### config.mk
export PLATFORM = sky130hd
export DESIGN_NAME = arseq_top
export DESIGN_NICKNAME = d
export VERILOG_FILES = /design/src/verilog/arseq_pkg.sv /design/src/verilog/arseq_top.sv
export SDC_FILE = /design/constraint.sdc
export NUM_CORES = 1
export LEC_CHECK = 0
export BUFFER_PORTS_ARGS = -buffer_cell sky130_fd_sc_hd__buf_2
export CORE_ASPECT_RATIO = 0.7
export CORE_UTILIZATION = 55
export DETAILED_ROUTE_END_ITERATION = 16
export PLACE_DENSITY = 0.76
export REMOVE_ABC_BUFFERS = 1
export SLEW_MARGIN = 25
export SYNTH_ARGS = -nofsm -noshare
export SYNTH_HDL_FRONTEND = slang
export SYNTH_SLANG_ARGS = --single-unit
### constraint.sdc
create_clock -name mclk_in -period 3.2 [get_ports mclk_in]
set_input_delay 0.64 -clock mclk_in [delete_from_list [all_inputs] [get_ports mclk_in]]
set_output_delay 0.64 -clock mclk_in [all_outputs]
set_load 0.02 [all_outputs]
### src/verilog/arseq_pkg.sv
// Package of constants and types for the breaker autoreclose sequencer
`default_nettype none
package arseq_pkg;
    localparam int          CLK_HZ       = 10_000_000;
    localparam int          TICK_US      = 1000;
    localparam int          TICK_CYCLES  = (CLK_HZ / 1_000_000) * TICK_US;
    localparam int          TMR_W        = 16;
    localparam int          CFG_N        = 10;
    // Byte offsets on the register bus
    localparam logic [7:0]  OFS_CTRL     = 8'h00;
    localparam logic [7:0]  OFS_SHOTS    = 8'h04;
    localparam logic [7:0]  OFS_FUNC     = 8'h08;
    localparam logic [7:0]  OFS_DEAD1P   = 8'h0c;
    localparam logic [7:0]  OFS_DEAD3P1  = 8'h10;
    localparam logic [7:0]  OFS_RECLAIM  = 8'h20;
    localparam logic [7:0]  OFS_HEALTHY  = 8'h24;
    localparam logic [7:0]  OFS_CMD      = 8'h28;
    localparam logic [7:0]  OFS_STATUS   = 8'h2c;
    localparam logic [7:0]  OFS_TOTAL    = 8'h30;
    // Word indices of the writable configuration words
    localparam int          IX_CTRL      = 0;
    localparam int          IX_SHOTS     = 1;
    localparam int          IX_FUNC      = 2;
    localparam int          IX_DEAD1P    = 3;
    localparam int          IX_DEAD3P1   = 4;
    localparam int          IX_RECLAIM   = 8;
    localparam int          IX_HEALTHY   = 9;
    // Field positions
    localparam int          CTRL_EN1     = 0;
    localparam int          CTRL_EN3     = 1;
    localparam int          CTRL_RISE    = 2;
    localparam int          CTRL_SYSCHK  = 3;
    localparam int          CTRL_MPB     = 4;
    localparam int          SHOTS_SP     = 0;
    localparam int          SHOTS_TP     = 4;
    localparam int          CMD_LO_RST   = 0;
    localparam int          CMD_TOT_RST  = 1;
    // Reset values
    localparam logic [31:0] CTRL_RST     = 32'h0000_000f;
    localparam logic [31:0] SHOTS_RST    = 32'h0000_0011;
    localparam logic [31:0] FUNC_RST     = 32'h0000_0055;
    localparam logic [31:0] DEAD_RST     = 32'h0000_0064;
    localparam logic [31:0] RECLAIM_RST  = 32'h0000_03e8;
    localparam logic [31:0] HEALTHY_RST  = 32'h0000_01f4;
    // Per-function action, multi-phase block and bus response encodings
    localparam logic [1:0]  FN_INIT      = 2'h1;
    localparam logic [1:0]  FN_BLOCK     = 2'h2;
    localparam logic [1:0]  MPB_23       = 2'h1;
    localparam logic [1:0]  MPB_3        = 2'h2;
    localparam logic [1:0]  RESP_OKAY    = 2'h0;
    localparam logic [1:0]  RESP_SLVERR  = 2'h2;
    typedef enum logic [2:0] {
        ST_IDLE    = 3'b000,
        ST_DEAD    = 3'b001,
        ST_CHECK   = 3'b010,
        ST_CLOSING = 3'b011,
        ST_RECLAIM = 3'b100,
        ST_LOCKOUT = 3'b101
    } arseq_state_e;
endpackage
`default_nettype wire

### src/verilog/arseq_top.sv
// Breaker autoreclose sequencer with AXI4-Lite register slave
// Operation
// - Lockout raises alarm, stops recloses, reset clears it
// - Initiate only if breaker closed until trip
// - Setting picks trip rising or falling edge
// - Single pole only: first single fault starts 1P
// - Later single faults become three pole shots
// - Single pole only: multi-phase fault locks out
// - Three pole only: fault starts shot dead time
// - Three pole only: force three pole trip
// - Both modes: first fault type picks dead time
// - Both modes, multi shots: later faults forced 3P
// - Evolving fault switches to three pole dead time
// - Dead time end clears flag, close if allowed
// - Close needs healthy and synchronism or dead side
// - Close held until breaker reports closed
// - Single pole skips sync checks (healthy still needed), shot one configurable
// - Reclaim timer after close, then back to idle, or lockout if breaker open
// - Trip in reclaim advances shot or locks out
// - Sequence count increments per trip, compared
// - Count above shot limit locks out
// - Readable total reclosures with reset command
// - Per-function initiate, no action or block
// - Multi-phase setting: allow, block 2&3, block 3
// - Block input locks out a running cycle
// - Unhealthy through wait time locks out, alarm
// - Lockout reset only once block input and trip are gone
`default_nettype none
module arseq_top
    import arseq_pkg::*;
#(
    parameter int TICK_CNT = arseq_pkg::TICK_CYCLES
)(
    input  wire logic        mclk_in,
    input  wire logic        resetn_in,
    input  wire logic [7:0]  s_axi_awaddr_in,
    input  wire logic        s_axi_awvalid_in,
    output logic             s_axi_awready_out,
    input  wire logic [31:0] s_axi_wdata_in,
    input  wire logic [3:0]  s_axi_wstrb_in,
    input  wire logic        s_axi_wvalid_in,
    output logic             s_axi_wready_out,
    output logic [1:0]       s_axi_bresp_out,
    output logic             s_axi_bvalid_out,
    input  wire logic        s_axi_bready_in,
    input  wire logic [7:0]  s_axi_araddr_in,
    input  wire logic        s_axi_arvalid_in,
    output logic             s_axi_arready_out,
    output logic [31:0]      s_axi_rdata_out,
    output logic [1:0]       s_axi_rresp_out,
    output logic             s_axi_rvalid_out,
    input  wire logic        s_axi_rready_in,
    input  wire logic [2:0]  phase_trip_in,
    input  wire logic        three_phase_trip_in,
    input  wire logic [3:0]  trip_rising_edge_select_in,
    input  wire logic        breaker_closed_in,
    input  wire logic        breaker_energy_ok_in,
    input  wire logic        sync_ok_in,
    input  wire logic        dead_line_live_bus_in,
    input  wire logic        live_line_dead_bus_in,
    input  wire logic        block_reclose_in,
    input  wire logic        lockout_reset_in,
    output logic             breaker_close_out,
    output logic             force_three_pole_trip_out,
    output logic             reclose_lockout_alarm_out,
    output logic             unhealthy_alarm_out,
    output logic             single_pole_cycle_active_out,
    output logic             three_pole_cycle_active_out,
    output logic             single_pole_mode_active_out,
    output logic             three_pole_mode_active_out
);
    import arseq_pkg::*;

    ////////////////////////////////////////////////////////////////////////////
    typedef struct packed {
        logic [14:0]               meta;
        logic [14:0]               pin;
        logic                      trip_prev;
        logic                      brk_prev;
        logic                      cb_cap;
        logic [2:0]                ph_cap;
        logic                      tp_cap;
        logic [3:0]                op_cap;
        arseq_state_e              state;
        logic                      sp_shot;
        logic [2:0]                seq;
        logic [TMR_W-1:0]          tmr;
        logic [15:0]               pre;
        logic                      unhealthy;
        logic                      close;
        logic                      force3;
        logic [15:0]               total;
        logic [CFG_N-1:0][31:0]    cfg;
        logic                      bvalid;
        logic [1:0]                bresp;
        logic                      rvalid;
        logic [1:0]                rresp;
        logic [31:0]               rdata;
    } arseq_state_s;

    arseq_state_s r;
    arseq_state_s next_r;

    logic [2:0] ph;
    logic [3:0] op;
    logic       tp;
    logic       brk;
    logic       healthy;
    logic       sync_any;
    logic       blk_pin;
    logic       lo_pin;
    logic       trip_now;
    logic       rise;
    logic       evt;
    logic [2:0] e_ph;
    logic       e_tp;
    logic [3:0] e_op;
    logic       e_cb;
    logic       multi;
    logic       three;
    logic       init_f;
    logic       block_f;
    logic       mp_block;
    logic       en1;
    logic       en3;
    logic [2:0] sp_lim;
    logic [2:0] tp_lim;
    logic [2:0] cnt;
    logic       tick;
    logic       expired;
    logic       need_sync;
    logic       in_prog;
    logic       wr_go;
    logic [3:0] widx;
    logic [3:0] ridx;

    ////////////////////////////////////////////////////////////////////////////
    assign {ph, tp, op, brk, healthy} = r.pin[14:5];
    assign sync_any  = |r.pin[4:2];
    assign blk_pin   = r.pin[1];
    assign lo_pin    = r.pin[0];
    assign en1       = r.cfg[IX_CTRL][CTRL_EN1];
    assign en3       = r.cfg[IX_CTRL][CTRL_EN3];
    assign sp_lim    = r.cfg[IX_SHOTS][SHOTS_SP +: 3];
    assign tp_lim    = r.cfg[IX_SHOTS][SHOTS_TP +: 3];
    assign trip_now  = (|ph) | tp;
    assign rise      = trip_now & ~r.trip_prev;
    // Falling edge works from what was captured while the trip stood
    assign evt       = r.cfg[IX_CTRL][CTRL_RISE] ? rise : (~trip_now & r.trip_prev);
    assign e_ph      = rise ? ph : r.ph_cap;
    assign e_tp      = rise ? tp : r.tp_cap;
    assign e_op      = rise ? op : r.op_cap;
    assign e_cb      = rise ? r.brk_prev : r.cb_cap;
    assign three     = e_tp | (&e_ph);
    assign multi     = three | (e_ph[0] & e_ph[1]) | (e_ph[1] & e_ph[2]) | (e_ph[0] & e_ph[2]);
    assign mp_block  = (r.cfg[IX_CTRL][CTRL_MPB +: 2] == MPB_23 && multi)
                     | (r.cfg[IX_CTRL][CTRL_MPB +: 2] == MPB_3 && three);
    assign cnt       = r.seq + 3'h1;
    assign tick      = r.pre == 16'(TICK_CNT - 1);
    assign expired   = r.tmr == '0;
    assign need_sync = ~r.sp_shot & ~(r.seq == 3'h1 & ~r.cfg[IX_CTRL][CTRL_SYSCHK]);
    assign in_prog   = r.state != ST_IDLE && r.state != ST_LOCKOUT;
    assign wr_go     = s_axi_awvalid_in & s_axi_wvalid_in & ~r.bvalid;
    assign widx      = s_axi_awaddr_in[5:2];
    assign ridx      = s_axi_araddr_in[5:2];

    always_comb
    begin
        init_f  = 1'b0;
        block_f = 1'b0;
        for (int i = 0; i < 4; i++)
        begin
            init_f  = init_f | (e_op[i] && r.cfg[IX_FUNC][2*i +: 2] == FN_INIT);
            block_f = block_f | (e_op[i] && r.cfg[IX_FUNC][2*i +: 2] == FN_BLOCK);
        end
    end

    ////////////////////////////////////////////////////////////////////////////
    always_comb
    begin
        next_r = r;
        next_r.meta = {phase_trip_in, three_phase_trip_in, trip_rising_edge_select_in, breaker_closed_in,
                       breaker_energy_ok_in, sync_ok_in, dead_line_live_bus_in,
                       live_line_dead_bus_in, block_reclose_in, lockout_reset_in};
        next_r.pin       = r.meta;
        next_r.trip_prev = trip_now;
        next_r.brk_prev  = brk;
        if (rise)
        begin
            next_r.cb_cap = r.brk_prev;
            next_r.ph_cap = ph;
            next_r.tp_cap = tp;
            next_r.op_cap = op;
        end
        else if (trip_now)
        begin
            next_r.ph_cap = r.ph_cap | ph;
            next_r.tp_cap = r.tp_cap | tp;
            next_r.op_cap = r.op_cap | op;
        end
        // One prescaler shared by every timer keeps the timer words short
        next_r.pre = tick ? '0 : r.pre + 16'h1;
        if (tick && !expired)
            next_r.tmr = r.tmr - 1'b1;

        case (r.state)
            ST_IDLE, ST_RECLAIM:
            begin
                if (r.state == ST_RECLAIM && expired)
                begin
                    next_r.seq   = '0;
                    next_r.state = brk ? ST_IDLE : ST_LOCKOUT;
                end
                if (evt && (e_cb || r.state == ST_RECLAIM) && (init_f || block_f))
                begin
                    next_r.seq = cnt;
                    if (block_f || mp_block || blk_pin || !(en1 || en3))
                        next_r.state = ST_LOCKOUT;
                    else if (multi && !en3)
                        next_r.state = ST_LOCKOUT;
                    else if ((!multi && cnt > sp_lim) || (multi && cnt > tp_lim) || cnt > 3'h4)
                        next_r.state = ST_LOCKOUT;
                    else if (!multi && !r.force3 && en1)
                    begin
                        next_r.state   = ST_DEAD;
                        next_r.sp_shot = 1'b1;
                        next_r.tmr     = r.cfg[IX_DEAD1P][TMR_W-1:0];
                    end
                    else
                    begin
                        next_r.state   = ST_DEAD;
                        next_r.sp_shot = 1'b0;
                        next_r.tmr     = r.cfg[IX_DEAD3P1 + 32'(r.seq)][TMR_W-1:0];
                    end
                end
            end
            ST_DEAD:
            begin
                if (r.sp_shot && evt && multi)
                begin
                    if (en3 && !mp_block)
                    begin
                        next_r.sp_shot = 1'b0;
                        next_r.tmr     = r.cfg[IX_DEAD3P1][TMR_W-1:0];
                    end
                    else
                        next_r.state = ST_LOCKOUT;
                end
                else if (expired)
                begin
                    next_r.state = ST_CHECK;
                    next_r.tmr   = r.cfg[IX_HEALTHY][TMR_W-1:0];
                end
            end
            ST_CHECK:
            begin
                if (healthy && (!need_sync || sync_any))
                begin
                    next_r.state = ST_CLOSING;
                    next_r.close = 1'b1;
                end
                else if (expired)
                begin
                    next_r.state     = ST_LOCKOUT;
                    next_r.unhealthy = !healthy;
                end
            end
            ST_CLOSING:
            begin
                if (brk)
                begin
                    next_r.close = 1'b0;
                    next_r.state = ST_RECLAIM;
                    next_r.total = r.total + 16'h1;
                    next_r.tmr   = r.cfg[IX_RECLAIM][TMR_W-1:0];
                end
            end
            ST_LOCKOUT:
            begin
                next_r.close = 1'b0;
                if ((lo_pin || (wr_go && s_axi_awaddr_in == OFS_CMD && s_axi_wstrb_in[0]
                     && s_axi_wdata_in[CMD_LO_RST])) && !blk_pin && !trip_now)
                begin
                    next_r.state     = ST_IDLE;
                    next_r.seq       = '0;
                    next_r.unhealthy = 1'b0;
                end
            end
            default:
                next_r.state = ST_LOCKOUT;
        endcase
        if (in_prog && blk_pin)
        begin
            next_r.state = ST_LOCKOUT;
            next_r.close = 1'b0;
        end
        if (next_r.state == ST_LOCKOUT)
            next_r.close = 1'b0;
        // A started sequence (seq non-zero) with a shot limit above one holds force3 so any later trip is three pole
        next_r.force3 = (en3 && !en1)
                      || (next_r.seq != '0 && ((en1 && !en3 && sp_lim > 3'h1)
                      || (en1 && en3 && tp_lim > 3'h1)));

        // Register bus: write takes address and data together
        if (wr_go)
        begin
            next_r.bvalid = 1'b1;
            next_r.bresp  = RESP_OKAY;
            // Upper address bits must be zero or a high alias would hit a config word
            if (s_axi_awaddr_in[7:6] == 2'h0 && s_axi_awaddr_in[1:0] == 2'h0
                && 32'(widx) < CFG_N)
            begin
                for (int b = 0; b < 4; b++)
                begin
                    if (s_axi_wstrb_in[b])
                        next_r.cfg[widx][8*b +: 8] = s_axi_wdata_in[8*b +: 8];
                end
            end
            else if (s_axi_awaddr_in == OFS_CMD)
            begin
                if (s_axi_wstrb_in[0] && s_axi_wdata_in[CMD_TOT_RST])
                    next_r.total = '0;
            end
            else
                next_r.bresp = RESP_SLVERR;
        end
        else if (r.bvalid && s_axi_bready_in)
            next_r.bvalid = 1'b0;
        if (s_axi_arvalid_in && !r.rvalid)
        begin
            next_r.rvalid = 1'b1;
            next_r.rresp  = RESP_OKAY;
            next_r.rdata  = '0;
            if (s_axi_araddr_in[7:6] == 2'h0 && s_axi_araddr_in[1:0] == 2'h0
                && 32'(ridx) < CFG_N)
                next_r.rdata = r.cfg[ridx];
            else if (s_axi_araddr_in == OFS_CMD)
                next_r.rdata = '0;
            else if (s_axi_araddr_in == OFS_STATUS)
                next_r.rdata = {20'h0, r.seq, r.unhealthy, r.force3, r.close,
                                r.sp_shot, r.state == ST_LOCKOUT, 1'b0, r.state};
            else if (s_axi_araddr_in == OFS_TOTAL)
                next_r.rdata = {16'h0, r.total};
            else
                next_r.rresp = RESP_SLVERR;
        end
        else if (r.rvalid && s_axi_rready_in)
            next_r.rvalid = 1'b0;

        if (!resetn_in)
        begin
            next_r                    = '0;
            next_r.state              = ST_IDLE;
            next_r.cfg[IX_CTRL]       = CTRL_RST;
            next_r.cfg[IX_SHOTS]      = SHOTS_RST;
            next_r.cfg[IX_FUNC]       = FUNC_RST;
            for (int d = IX_DEAD1P; d < IX_RECLAIM; d++)
                next_r.cfg[d]         = DEAD_RST;
            next_r.cfg[IX_RECLAIM]    = RECLAIM_RST;
            next_r.cfg[IX_HEALTHY]    = HEALTHY_RST;
        end
    end

    always_ff @(posedge mclk_in)
    begin
        r <= next_r;
    end

    ////////////////////////////////////////////////////////////////////////////
    assign s_axi_awready_out            = wr_go;
    assign s_axi_wready_out             = wr_go;
    assign s_axi_bvalid_out             = r.bvalid;
    assign s_axi_bresp_out              = r.bresp;
    assign s_axi_arready_out            = ~r.rvalid;
    assign s_axi_rvalid_out             = r.rvalid;
    assign s_axi_rresp_out              = r.rresp;
    assign s_axi_rdata_out              = r.rdata;
    assign breaker_close_out            = r.close;
    assign force_three_pole_trip_out    = r.force3;
    assign reclose_lockout_alarm_out    = r.state == ST_LOCKOUT;
    assign unhealthy_alarm_out          = r.unhealthy;
    assign single_pole_cycle_active_out = r.state == ST_DEAD && r.sp_shot;
    assign three_pole_cycle_active_out  = r.state == ST_DEAD && !r.sp_shot;
    assign single_pole_mode_active_out  = en1;
    assign three_pole_mode_active_out   = en3;
endmodule
`default_nettype wire
==> results.md, run 1 <==
- Post-synth top flop: dfxtp_1
- Unique cell type count in the Yosys netlist: 80
- RSZ-0062 raised after global routing: no
- Synth top area cells: dfxtp_1, mux2i_1, nor2_1
- Hold_ws: 0.262 ns
- Seq. cell area: 9110 um2
- Area leader, netlist: dfxtp_1
- Worst Setup SP: r[409]$_SDFF_PN0_
- Synth Instances: 2,288
- Min-Delay Startpoint: trip_rising_edge_select_in[1]
- Synth Area in XOR/XNOR: 1.78%
- Place WS: 0.0121 ns
- Fillers: 3,149
- Port Buffers: 120
- Clk buf depth: 3
- Max-cap violations: 0
- Share of cells above drive strength 1: 17.9%
- Via/cell ratio: 6.13
- Sequential fraction of the synthesis area: 42.0%
- Most frequent cells in the layout: nor2_1, dfxtp_1, mux2i_1
- Post-synthesis simple-gate area fraction: 16.6%
- Complex-gate fraction of the synthesized area: 9.78%
- Final Max Slew Viols: 0
- Final WS setup: 0.175 ns
- Minimum clock period: 3.03 ns
- Synth Area in Adders: 0.693%
- CP Launch Type: flip-flop
- Hold crit path type: in2reg
- FF-to-FF path depth: 11
- Clk pin slew, worst setup/hold paths: 0.07 ns
- Chip height: 168 um
- Initial cell density of the core: 56.1%
- Die W: 239 um
- Design area: 24,500 um2
- Total power: 11.7 mW
- Clk Latency, worst-skew pair: 0.58 ns
- Leak: 8.68 nW
- Slew @ Worst Pin: 0.986 ns
- Hold Path Depth: 2
- Placed insts: 2,854
- Fmax: 331 MHz
- CTS tree: built
- Status: finished, final reports clean
- Cell Area, Placed: 23,000 um2
- Post-layout nets: 2,461
- Post-Syn Area: 21,700 um2
- Drt pass-1 iters: 6
- Vias: 18.0k
- Post-synth ARST share: 0%
- CP Data Required Time: 3.70 ns
- Clk_skew: 0.0283 ns
- Core Area: 38,700 um2
- Flop-to-flop setup slack: 0.17 ns
- Largest family of logic cells by synthesized area: multiplexers
- Hold buffer count at CTS: 0
- Warnings from Yosys: 0
- DRT iter0 DRCs: 1,852
- CTS Sinks: 455
- DR DRC count: 0
- Synth top area share: 42.0%
- Global-route wire length before repair: 98,200 um
- TritonCTS buffer count: 44
- Avg Inst Size Synth: 9.48 um2
- DRT antenna net count: 0
- Top Ports: 123
- Gr ovfl total: 0
- Row cnt: 60
- Root Buffer: clkbuf_16
- Post-Layout Cell Count: 2,940
- CP endpoint: r[412]$_SDFFE_PN0P_
- Flops & latches, synth: 455
- Period utilisation layout: 94.5%
- Largest net degree at the start of global routing: 97
- Most common cell after layout, fill and taps aside: nor2_1
- Placer congestion estimate: 0.981
- Util after Layout: 63.4%
- Gr usage total: 30.9%
- Area Overhead vs Synth: 13.1%
- Critical Path Sink Type: flip-flop
- Post-synth EDFFs: 0
- Max FO, Critical Path: 5
- Vias in the first global route: 17.3k
- Wire per inst: 21.2 um
- Final setup fails: 0
- Dpl hpwl: 43,300 um
- Die Area: 40,200 um2
- PwrDens: 478 nW/um2
- FF-to-FF End: r[412]$_SDFFE_PN0P_
- Final hold violations: 0
- Initial antenna violation count: 4
- Crit Path Class: reg2reg
- R2R Path Start: r[409]$_SDFF_PN0_
- CP arrival: 3.53 ns
- Multiplexer share of the synthesized area: 24.4%
- H-tree depth: 2
- Slew HR: 33.6%
- Post-Route WL: 62,400 um
- TNS Setup: 0 ns
- Multi-input gate area: 11,600 um2
- Worst vdd ir: 429 uV
==> synthesized netlist by cell type (3+ instances only) <==
cell      count
a211o_1       3
a211oi_1      3
a21oi_1      42
a221oi_1     15
a222oi_1      5
a22oi_1      56
a31oi_1       8
a32oi_1       3
and2_1       39
and3_1       19
buf_1        40
buf_2         3
buf_4        37
clkbuf_1    110
dfxtp_1     455
ha_1         12
inv_1        31
mux2_2       28
mux2i_1     322
mux4_2       78
nand2_1      82
nand2b_1      7
nand3_1      51
nand3b_1     21
nand4_1       7
nor2_1      471
nor2b_1      11
nor3_1       53
nor3b_1       4
nor4_1        7
o211a_1       9
o211ai_1      8
o21a_1        5
o21ai_0     109
o221ai_1     13
o22ai_1      16
or2_2         3
or3_1         5
or4_1         4
xnor2_1      16
xor2_1       28
==> what timing repair did <==
item	in CTS	in global routing
gates resized for setup	1	3
endpoints found under the setup margin	7	5
pin swaps	0	0
setup buffers	0	2
hold endpoints to repair	0	0
==> final cells by class <==
class / count / share of cell area [%]
inverter: 33 / 0.536
clock buffer: 66 / 5.32
sequential: 455 / 37.1
timing repair buffer: 233 / 6.39
antenna: 4 / 0.0408
clock inverter: 14 / 0.673
multi-input combinational: 1608 / 47.2
tap: 527 / 2.69
==> kinds of logic after synthesis <==
| family | Yosys count |
|---|---|
| and+or+nand+nor | 801 |
| DFF | 455 |
| muxes | 428 |
| AOI/OAI and AO/OA | 321 |
| buffers and inverters | 226 |
| xor gates and xnor gates | 44 |
| adders and majority gates | 12 |
| other | 1 |
==> report_power, final <==
group | switching [mW] | internal [mW] | total [mW]
registers | 0.0287 | 5.70 | 5.73
clock network | 2.30 | 3.00 | 5.30
logic | 0.470 | 0.229 | 0.699
total | 2.80 | 8.93 | 11.7
==> routing by layer <==
metal	GRT usage, %	vias to the layer above	part of all wire (%)
met5	0	-	0
met3	5.66	111	8.6
met1	44.9	8787	45
met4	7.47	0	1.9
li1	-	8277	-
met2	47.3	840	44
==> worst min path at each step <==
stage	to	slack [ns]
global route	s_axi_rvalid_out$_SDFFE_PN0P_	0.26
CTS	r[450]$_SDFF_PN0_	0.24
floorplan	blk_pin$_SDFF_PN0_	0.41
finish	r[450]$_SDFF_PN0_	0.26
global placement	op[2]$_SDFF_PN0_	0.42
detailed placement	healthy$_SDFF_PN0_	0.42
==> worst max-delay path: stages, from the launching register on <==
cell and delay (ns):
dfxtp_2 0.35, ha_1 0.24, xnor2_1 0.32, inv_1 0.15, ha_1 0.31, o21a_1 0.10, o21ai_0 0.16, o311a_2 0.22
nand3_2 0.11, or2_1 0.32, or4_1 0.49, a21oi_1 0.17
Note: power is estimated with default switching activity, not from simulation.
==> run 2, diff against run 1 <==
--- a/config.mk
+++ b/config.mk
@@ -5,10 +5,11 @@
 export SDC_FILE = /design/constraint.sdc
 export NUM_CORES = 1
 export LEC_CHECK = 0
-export BUFFER_PORTS_ARGS = -buffer_cell sky130_fd_sc_hd__buf_2
+export ABC_AREA = 0
 export CORE_ASPECT_RATIO = 0.7
-export CORE_UTILIZATION = 55
+export CORE_UTILIZATION = 58
 export DETAILED_ROUTE_END_ITERATION = 16
+export DONT_BUFFER_PORTS = 1
 export PLACE_DENSITY = 0.76
 export REMOVE_ABC_BUFFERS = 1
 export SLEW_MARGIN = 25
==> results.md, run 2 (synthesis gave the netlist of run 1 again) <==
- Final setup fails: 0 (unchanged)
- FF-to-FF End: r[412]$_SDFFE_PN0P_
- Initial cell density of the core: 59.6% (+3.6 points)
- TritonCTS buffer count: 43 (-2.3%)
- Flop pwr share: 51.2% (+2.4 points)
- Largest net degree at the start of global routing: 114 (+18%)
- DRT iter0 DRCs: 1,797 (-3.0%)
- Top Ports: 123 (unchanged)
- M2 GR Usage: 48.5% (+1.2 points)
- Clk Latency, worst-skew pair: 0.56 ns (-0.02 ns)
- Post-Layout Cell Count: 2,738 (-6.9%)
- Gr usage total: 31.4% (+0.47 points)
- Fillers: 2,903 (-7.8%)
- Inserted Diodes: 0 (-4)
- FF-to-FF path depth: 8 (-3)
- CP Depth: 8 (-3)
- Core Area: 36,400 um2 (-6.0%)
- Vias in the first global route: 17.0k (-1.8%)
- Slew HR: 47.5% (+14 points)
- Worst path slowest cell: or4_4
- Port Buffers: 0 (-100%)
- Max-cap violations: 0 (unchanged)
- TNS Setup: 0 ns (unchanged)
- Root Buffer: clkbuf_16
- CP Data Required Time: 3.68 ns (-0.02 ns)
- Internal power: 8.69 mW (-2.7%)
- Critical Path Sink Type: flip-flop
- Max stage delay on crit path: 0.63 ns (+0.14 ns)
- CP Launch Type: flip-flop
- Minimum clock period: 2.93 ns (-0.0980 ns)
- Global-route wire length before repair: 94,700 um (-3.6%)
- Vias: 17.3k (-4.0%)
- Hold Path Depth: 1 (-1)
- DR DRC count: 0 (unchanged)
- Post-Route WL: 59,800 um (-4.3%)
- Initial antenna violation count: 1 (-3)
- Via/cell ratio: 6.32 (+3.1%)
- Row cnt: 58 (-3.3%)
- CP endpoint: r[412]$_SDFFE_PN0P_
- Worst Setup SP: ph[0]$_SDFF_PN0_
- Clk buf depth: 3 (unchanged)
- Place WS: 0.107 ns (+0.0949 ns)
- Worst vdd ir: 442 uV (+3.1%)
- Clock power frac: 44.9% (-0.3 points)
- R2R Path Start: ph[0]$_SDFF_PN0_
- Final WS setup: 0.273 ns (+0.0980 ns)
- Crit path buffers/inverters: 0 (-1)
- Leak: 7.96 nW (-8.2%)
- Grt met1 use: 44.3% (-0.67 points)
- Status: finished, final reports clean
- Die W: 233 um (-2.6%)
- Gr ovfl total: 0 (unchanged)
- Sw Pwr: 2.52 mW (-10%)
- CTS Sinks: 455 (unchanged)
- Logic gate share of total power: 3.9% (-2.1 points)
- Clk pin slew, worst setup/hold paths: 0.06 ns (about the same)
- Placer congestion estimate: 0.938 (-4.4%)
- CTS tree: built
- Placed insts: 2,666 (-6.6%)
- Max FO, Critical Path: 11 (+6)
- Crit Path Class: reg2reg
- Final Max Slew Viols: 0 (unchanged)
- Drt pass-1 iters: 6 (unchanged)
- Post-layout nets: 2,318 (-5.8%)
- Chip height: 164 um (-2.6%)
- Top delay family on crit path: simple AND/OR/NAND/NOR gates
- Hold crit path type: in2reg
- H-tree depth: 2 (unchanged)
- Most common cell after layout, fill and taps aside: nor2_1
- Area Overhead vs Synth: 8.43%
- PwrDens: 477 nW/um2 (-0.28%)
- Flop-to-flop setup slack: 0.27 ns (+0.10 ns)
- Die Area: 38,200 um2 (-5.1%)
- RSZ-0062 raised after global routing: no
- Net Sw Frac: 22.5% (-1.4 points)
- Final hold violations: 0 (unchanged)
- CP arrival: 3.41 ns (-0.12 ns)
- M3 GR Usage: 7.20% (+1.5 points)
- Period utilisation layout: 91.5% (-3.1 points)
- Most frequent cells in the layout: nor2_1, dfxtp_1, mux2i_1
- Dpl hpwl: 40,500 um (-6.4%)
- Wire per inst: 21.8 um (+2.8%)
- Slew @ Worst Pin: 0.788 ns (-0.198 ns)
- Clk_skew: 0.0222 ns (-0.00615 ns)
- DRT antenna net count: 0 (unchanged)
- Critical path, cell by cell: or4_4 > nand2b_4 > mux2i_1 > o311a_2 > nand3_2 > or2_4 > or4_1 > a21oi_1
- Share of cells above drive strength 1: 12.5% (-5.4 points)
- Most Crowded Layer GR: met2
- Fmax: 342 MHz (+3.3%)
==> run 2: cell count changes in the layout (fill, tap and decap cells not counted), moves of 2 or more <==
cell	delta
buf_4	-17
clkinv_2	-3
buf_12	-5
buf_2	-119
diode_2	-4
clkbuf_1	-2
clkinv_4	+2
clkbuf_8	-4
==> run 2: final cells by class <==
cell class | count | area (um2) | share of cell area (%)
clock inverters | 12 | 139 | 0.591
flip-flops and latches | 455 | 9110 | 38.8
inverters | 33 | 131 | 0.559
multi-input cells | 1608 | 11600 | 49.3
well taps | 480 | 601 | 2.55
repair buffers | 91 | 733 | 3.12
clock buffers | 59 | 1220 | 5.17
==> run 2: timing repair <==
action,4_1_cts,5_1_grt
setup endpoints to repair,0,14
hold buffers,0,0
setup buffers,0,1
gates resized for setup,0,2
==> run 2: worst reg2reg max path, stage by stage, from the launching register on <==
cell,delay (ns)
dfxtp_1,0.36
or4_4,0.63
nand2b_4,0.20
mux2i_1,0.36
o311a_2,0.29
nand3_2,0.12
or2_4,0.29
or4_1,0.47
a21oi_1,0.14
==> run 2: per-layer routing <==
metal | vias to the layer above | share of wire (%) | wire length, um
li1 | 7972 | - | -
met1 | 8417 | 44 | 26400
met2 | 794 | 44 | 26400
met3 | 111 | 9.7 | 5820
met4 | 2 | 1.9 | 1150
met5 | - | 0.018 | 11
==> run 2: worst min-delay path by stage <==
stage,from,to
2_1_floorplan,r[443]$_SDFF_PN0_,blk_pin$_SDFF_PN0_
3_3_place_gp,r[449]$_SDFF_PN0_,op[0]$_SDFF_PN0_
3_5_place_dp,r[453]$_SDFF_PN0_,r[438]$_SDFF_PN0_
4_1_cts,resetn_in,flip-flop
5_1_grt,s_axi_rready_in,s_axi_rvalid_out$_SDFFE_PN0P_
6_report,s_axi_rready_in,s_axi_rvalid_out$_SDFFE_PN0P_
==> run 2: stage by stage <==
step	hold WS, ns	utilization [%]	cell area, um2	power [mW]
floorplan	0.412	-	20800	6.14
global placement	0.419	60.9	22100	6.28
detailed placement	0.421	60.9	22100	6.29
CTS	0.162	64.6	23500	11.3
global route	0.182	64.7	23500	11.5
finish	0.195	64.7	23500	11.2
==> run 2: power groups by stage <==
stage | combinational (mW) | clock (mW) | sequential [mW]
6_report | 0.439 | 5.03 | 5.73
5_1_grt | 0.471 | 5.34 | 5.73
4_1_cts | 0.431 | 5.09 | 5.73
3_5_place_dp | 0.429 | 0 | 5.86
3_3_place_gp | 0.422 | 0 | 5.86
2_1_floorplan | 0.289 | 0 | 5.85
==> run 3, diff against run 2 <==
--- a/config.mk
+++ b/config.mk
@@ -6,11 +6,11 @@
 export NUM_CORES = 1
 export LEC_CHECK = 0
 export ABC_AREA = 0
-export CORE_ASPECT_RATIO = 0.7
-export CORE_UTILIZATION = 58
+export CORE_ASPECT_RATIO = 0.8
+export CORE_UTILIZATION = 30
 export DETAILED_ROUTE_END_ITERATION = 16
 export DONT_BUFFER_PORTS = 1
-export PLACE_DENSITY = 0.76
+export PLACE_DENSITY = 0.45
 export REMOVE_ABC_BUFFERS = 1
 export SLEW_MARGIN = 25
 export SYNTH_ARGS = -nofsm -noshare
==> results.md, run 3 (synthesis gave the netlist of run 1 again) <==
- Status: finished, final reports clean
- Max-cap violations: 0 (unchanged)
- Clk pin slew, worst setup/hold paths: 0.07 ns (about the same)
- Post-layout nets: 2,329 (+0.47%)
- Worst Setup SP: r[410]$_SDFF_PN0_
- Hold_ws: 0.110 ns (-0.0848 ns)
- CP arrival: 3.60 ns (+0.19 ns)
- Placer congestion estimate: 0.871 (-7.2%)
- TritonCTS buffer count: 51 (+19%)
- Die Area: 73,400 um2 (+92%)
- PwrDens: 505 nW/um2 (+5.9%)
- Final setup fails: 0 (unchanged)
- Chip height: 242 um (+48%)
- Design area: 24,500 um2 (+4.4%)
- DR DRC count: 0 (unchanged)
- CTS Sinks: 455 (unchanged)
- Gr ovfl total: 0 (unchanged)
- Minimum clock period: 3.05 ns (+0.125 ns)
- Vias: 16.9k (-2.4%)
- Top Ports: 123 (unchanged)
- Most common cell after layout, fill and taps aside: nor2_1
- Die W: 303 um (+30%)
- Seq. cell area: 9110 um2 (unchanged)
- Core Area: 71,000 um2 (+95%)
- Final Max Slew Viols: 0 (unchanged)
- Wire per inst: 21.4 um (-1.9%)
- Net Sw Frac: 22.9% (+0.45 points)
- Root Buffer: clkbuf_16
- Worst vdd ir: 414 uV (-6.5%)
- CTS tree: built
- Flop-to-flop setup slack: 0.15 ns (-0.12 ns)
- Clk buf depth: 3 (unchanged)
- Most frequent cells in the layout: nor2_1, dfxtp_1, mux2i_1
- DRT iter0 DRCs: 1,277 (-29%)
- Cell Area, Placed: 22,700 um2 (+2.7%)
- Fmax: 328 MHz (-4.1%)
- Clk Latency, worst-skew pair: 0.63 ns (+0.07 ns)
- Share of cells above drive strength 1: 13.6% (+1.1 points)
- Via/cell ratio: 5.24 (-17%)
- DRT antenna net count: 0 (unchanged)
- FF-to-FF End: r[412]$_SDFFE_PN0P_
- Hold crit path type: in2reg
- Dpl hpwl: 45,400 um (+12%)
- Slew @ Worst Pin: 0.913 ns (+0.125 ns)
- Global-route wire length before repair: 106,000 um (+12%)
- Drt pass-1 iters: 7 (+1)
- Hold buffer count at CTS: 0 (unchanged)
- Post-Route WL: 69,000 um (+15%)
- Sw Pwr: 2.84 mW (+13%)
- Area Overhead vs Synth: 13.2%
- Slew HR: 38.7% (-8.8 points)
- Period utilisation layout: 95.4% (+3.9 points)
- R2R Path Start: r[410]$_SDFF_PN0_
- Max FO, Critical Path: 6 (-5)
- Internal power: 9.55 mW (+9.9%)
- Port Buffers: 0 (unchanged)
- Final hold violations: 0 (unchanged)
- Min-Delay Startpoint: s_axi_rready_in
- Multi-input gate area: 11,600 um2 (+0.24%)
- Gr usage total: 18.7% (-13 points)
- Fillers: 7,273 (+150%)
- CP Launch Type: flip-flop
- Initial cell density of the core: 30.5% (-29 points)
- Largest net degree at the start of global routing: 100 (-12%)
- Initial antenna violation count: 2 (+1)
- Vias in the first global route: 16.8k (-1.2%)
- Flop pwr share: 46.3% (-4.9 points)
- Clock power frac: 49.9% (+5.0 points)
- FF-to-FF path depth: 12 (+4)
- Row cnt: 87 (+50%)
- CP Data Required Time: 3.75 ns (+0.07 ns)
- CP endpoint: r[412]$_SDFFE_PN0P_
- Leak: 8.18 nW (+2.8%)
- Crit Path Class: reg2reg
- Logic gate share of total power: 3.8% (about the same)
- H-tree depth: 2 (unchanged)
- Critical Path Sink Type: flip-flop
- Clk_skew: 0.0246 ns (+0.00238 ns)
-- run 3: power groups by stage --
| stage | clock network, mW | registers, mW | logic [mW] |
|---|---|---|---|
| 3_3_place_gp | 0 | 5.86 | 0.468 |
| 2_1_floorplan | 0 | 5.85 | 0.289 |
| 4_1_cts | 6.38 | 5.73 | 0.469 |
| 5_1_grt | 6.60 | 5.74 | 0.505 |
| 3_5_place_dp | 0 | 5.86 | 0.469 |
| 6_report | 6.18 | 5.73 | 0.469 |
-- run 3: worst max-delay path: stages (launching register included) --
cell	delay, ns
dfxtp_1	0.42
inv_1	0.08
ha_1	0.32
inv_1	0.07
ha_1	0.28
nor2b_1	0.13
o21a_1	0.15
o21ai_0	0.16
o311a_2	0.23
nand3_2	0.12
or2_1	0.34
or4_1	0.49
a21oi_1	0.18
-- run 3: metrics by stage --
step                      setup slack, ns  instances  power (mW)  utilization, %  setup TNS, ns
after global routing              -0.0304       3220        12.8            34.6        -0.0304
final                               0.148       3221        12.4            34.6              0
after CTS                          0.0821       3218        12.6            34.5              0
after global placement             0.0985       3122        6.33            32.0              0
after floorplan                    -0.873       2096        6.14               -        -137.05
after detailed placement            0.106       3122        6.33            32.0              0
-- run 3: timing repair --
action	4_1_cts	5_1_grt
buffers inserted	0	2
resized for setup	0	8
setup endpoints to repair	0	6
-- run 3: layout make-up --
type | instances | share of cell area (%)
Clock buffer | 75 | 5.97
Clock inverter | 21 | 1.20
Tap cell | 934 | 4.76
Sequential cell | 455 | 37.1
Antenna cell | 1 | 0.0102
Timing Repair Buffer | 94 | 3.13
Multi-Input combinational cell | 1608 | 47.3
Inverter | 33 | 0.535
-- run 3: how the worst min path moves through the flow --
stage,endpoint,slack (ns),cells after the start
after floorplan,blk_pin$_SDFF_PN0_,0.41,1
after global placement,lo_pin$_SDFF_PN0_,0.42,1
after detailed placement,ph[1]$_SDFF_PN0_,0.42,1
after CTS,s_axi_rvalid_out$_SDFFE_PN0P_,0.07,1
after global routing,s_axi_rvalid_out$_SDFFE_PN0P_,0.09,1
final,s_axi_rvalid_out$_SDFFE_PN0P_,0.11,1
-- run 3: layer usage --
| metal | vias up | GRT usage [%] | share of wire, % |
|---|---|---|---|
| met4 | 4 | 4.58 | 1.9 |
| met1 | 8325 | 26.9 | 49 |
| li1 | 8047 | - | - |
| met2 | 408 | 28.4 | 44 |
| met3 | 95 | 3.58 | 5.5 |
| met5 | - | 0 | 0.033 |
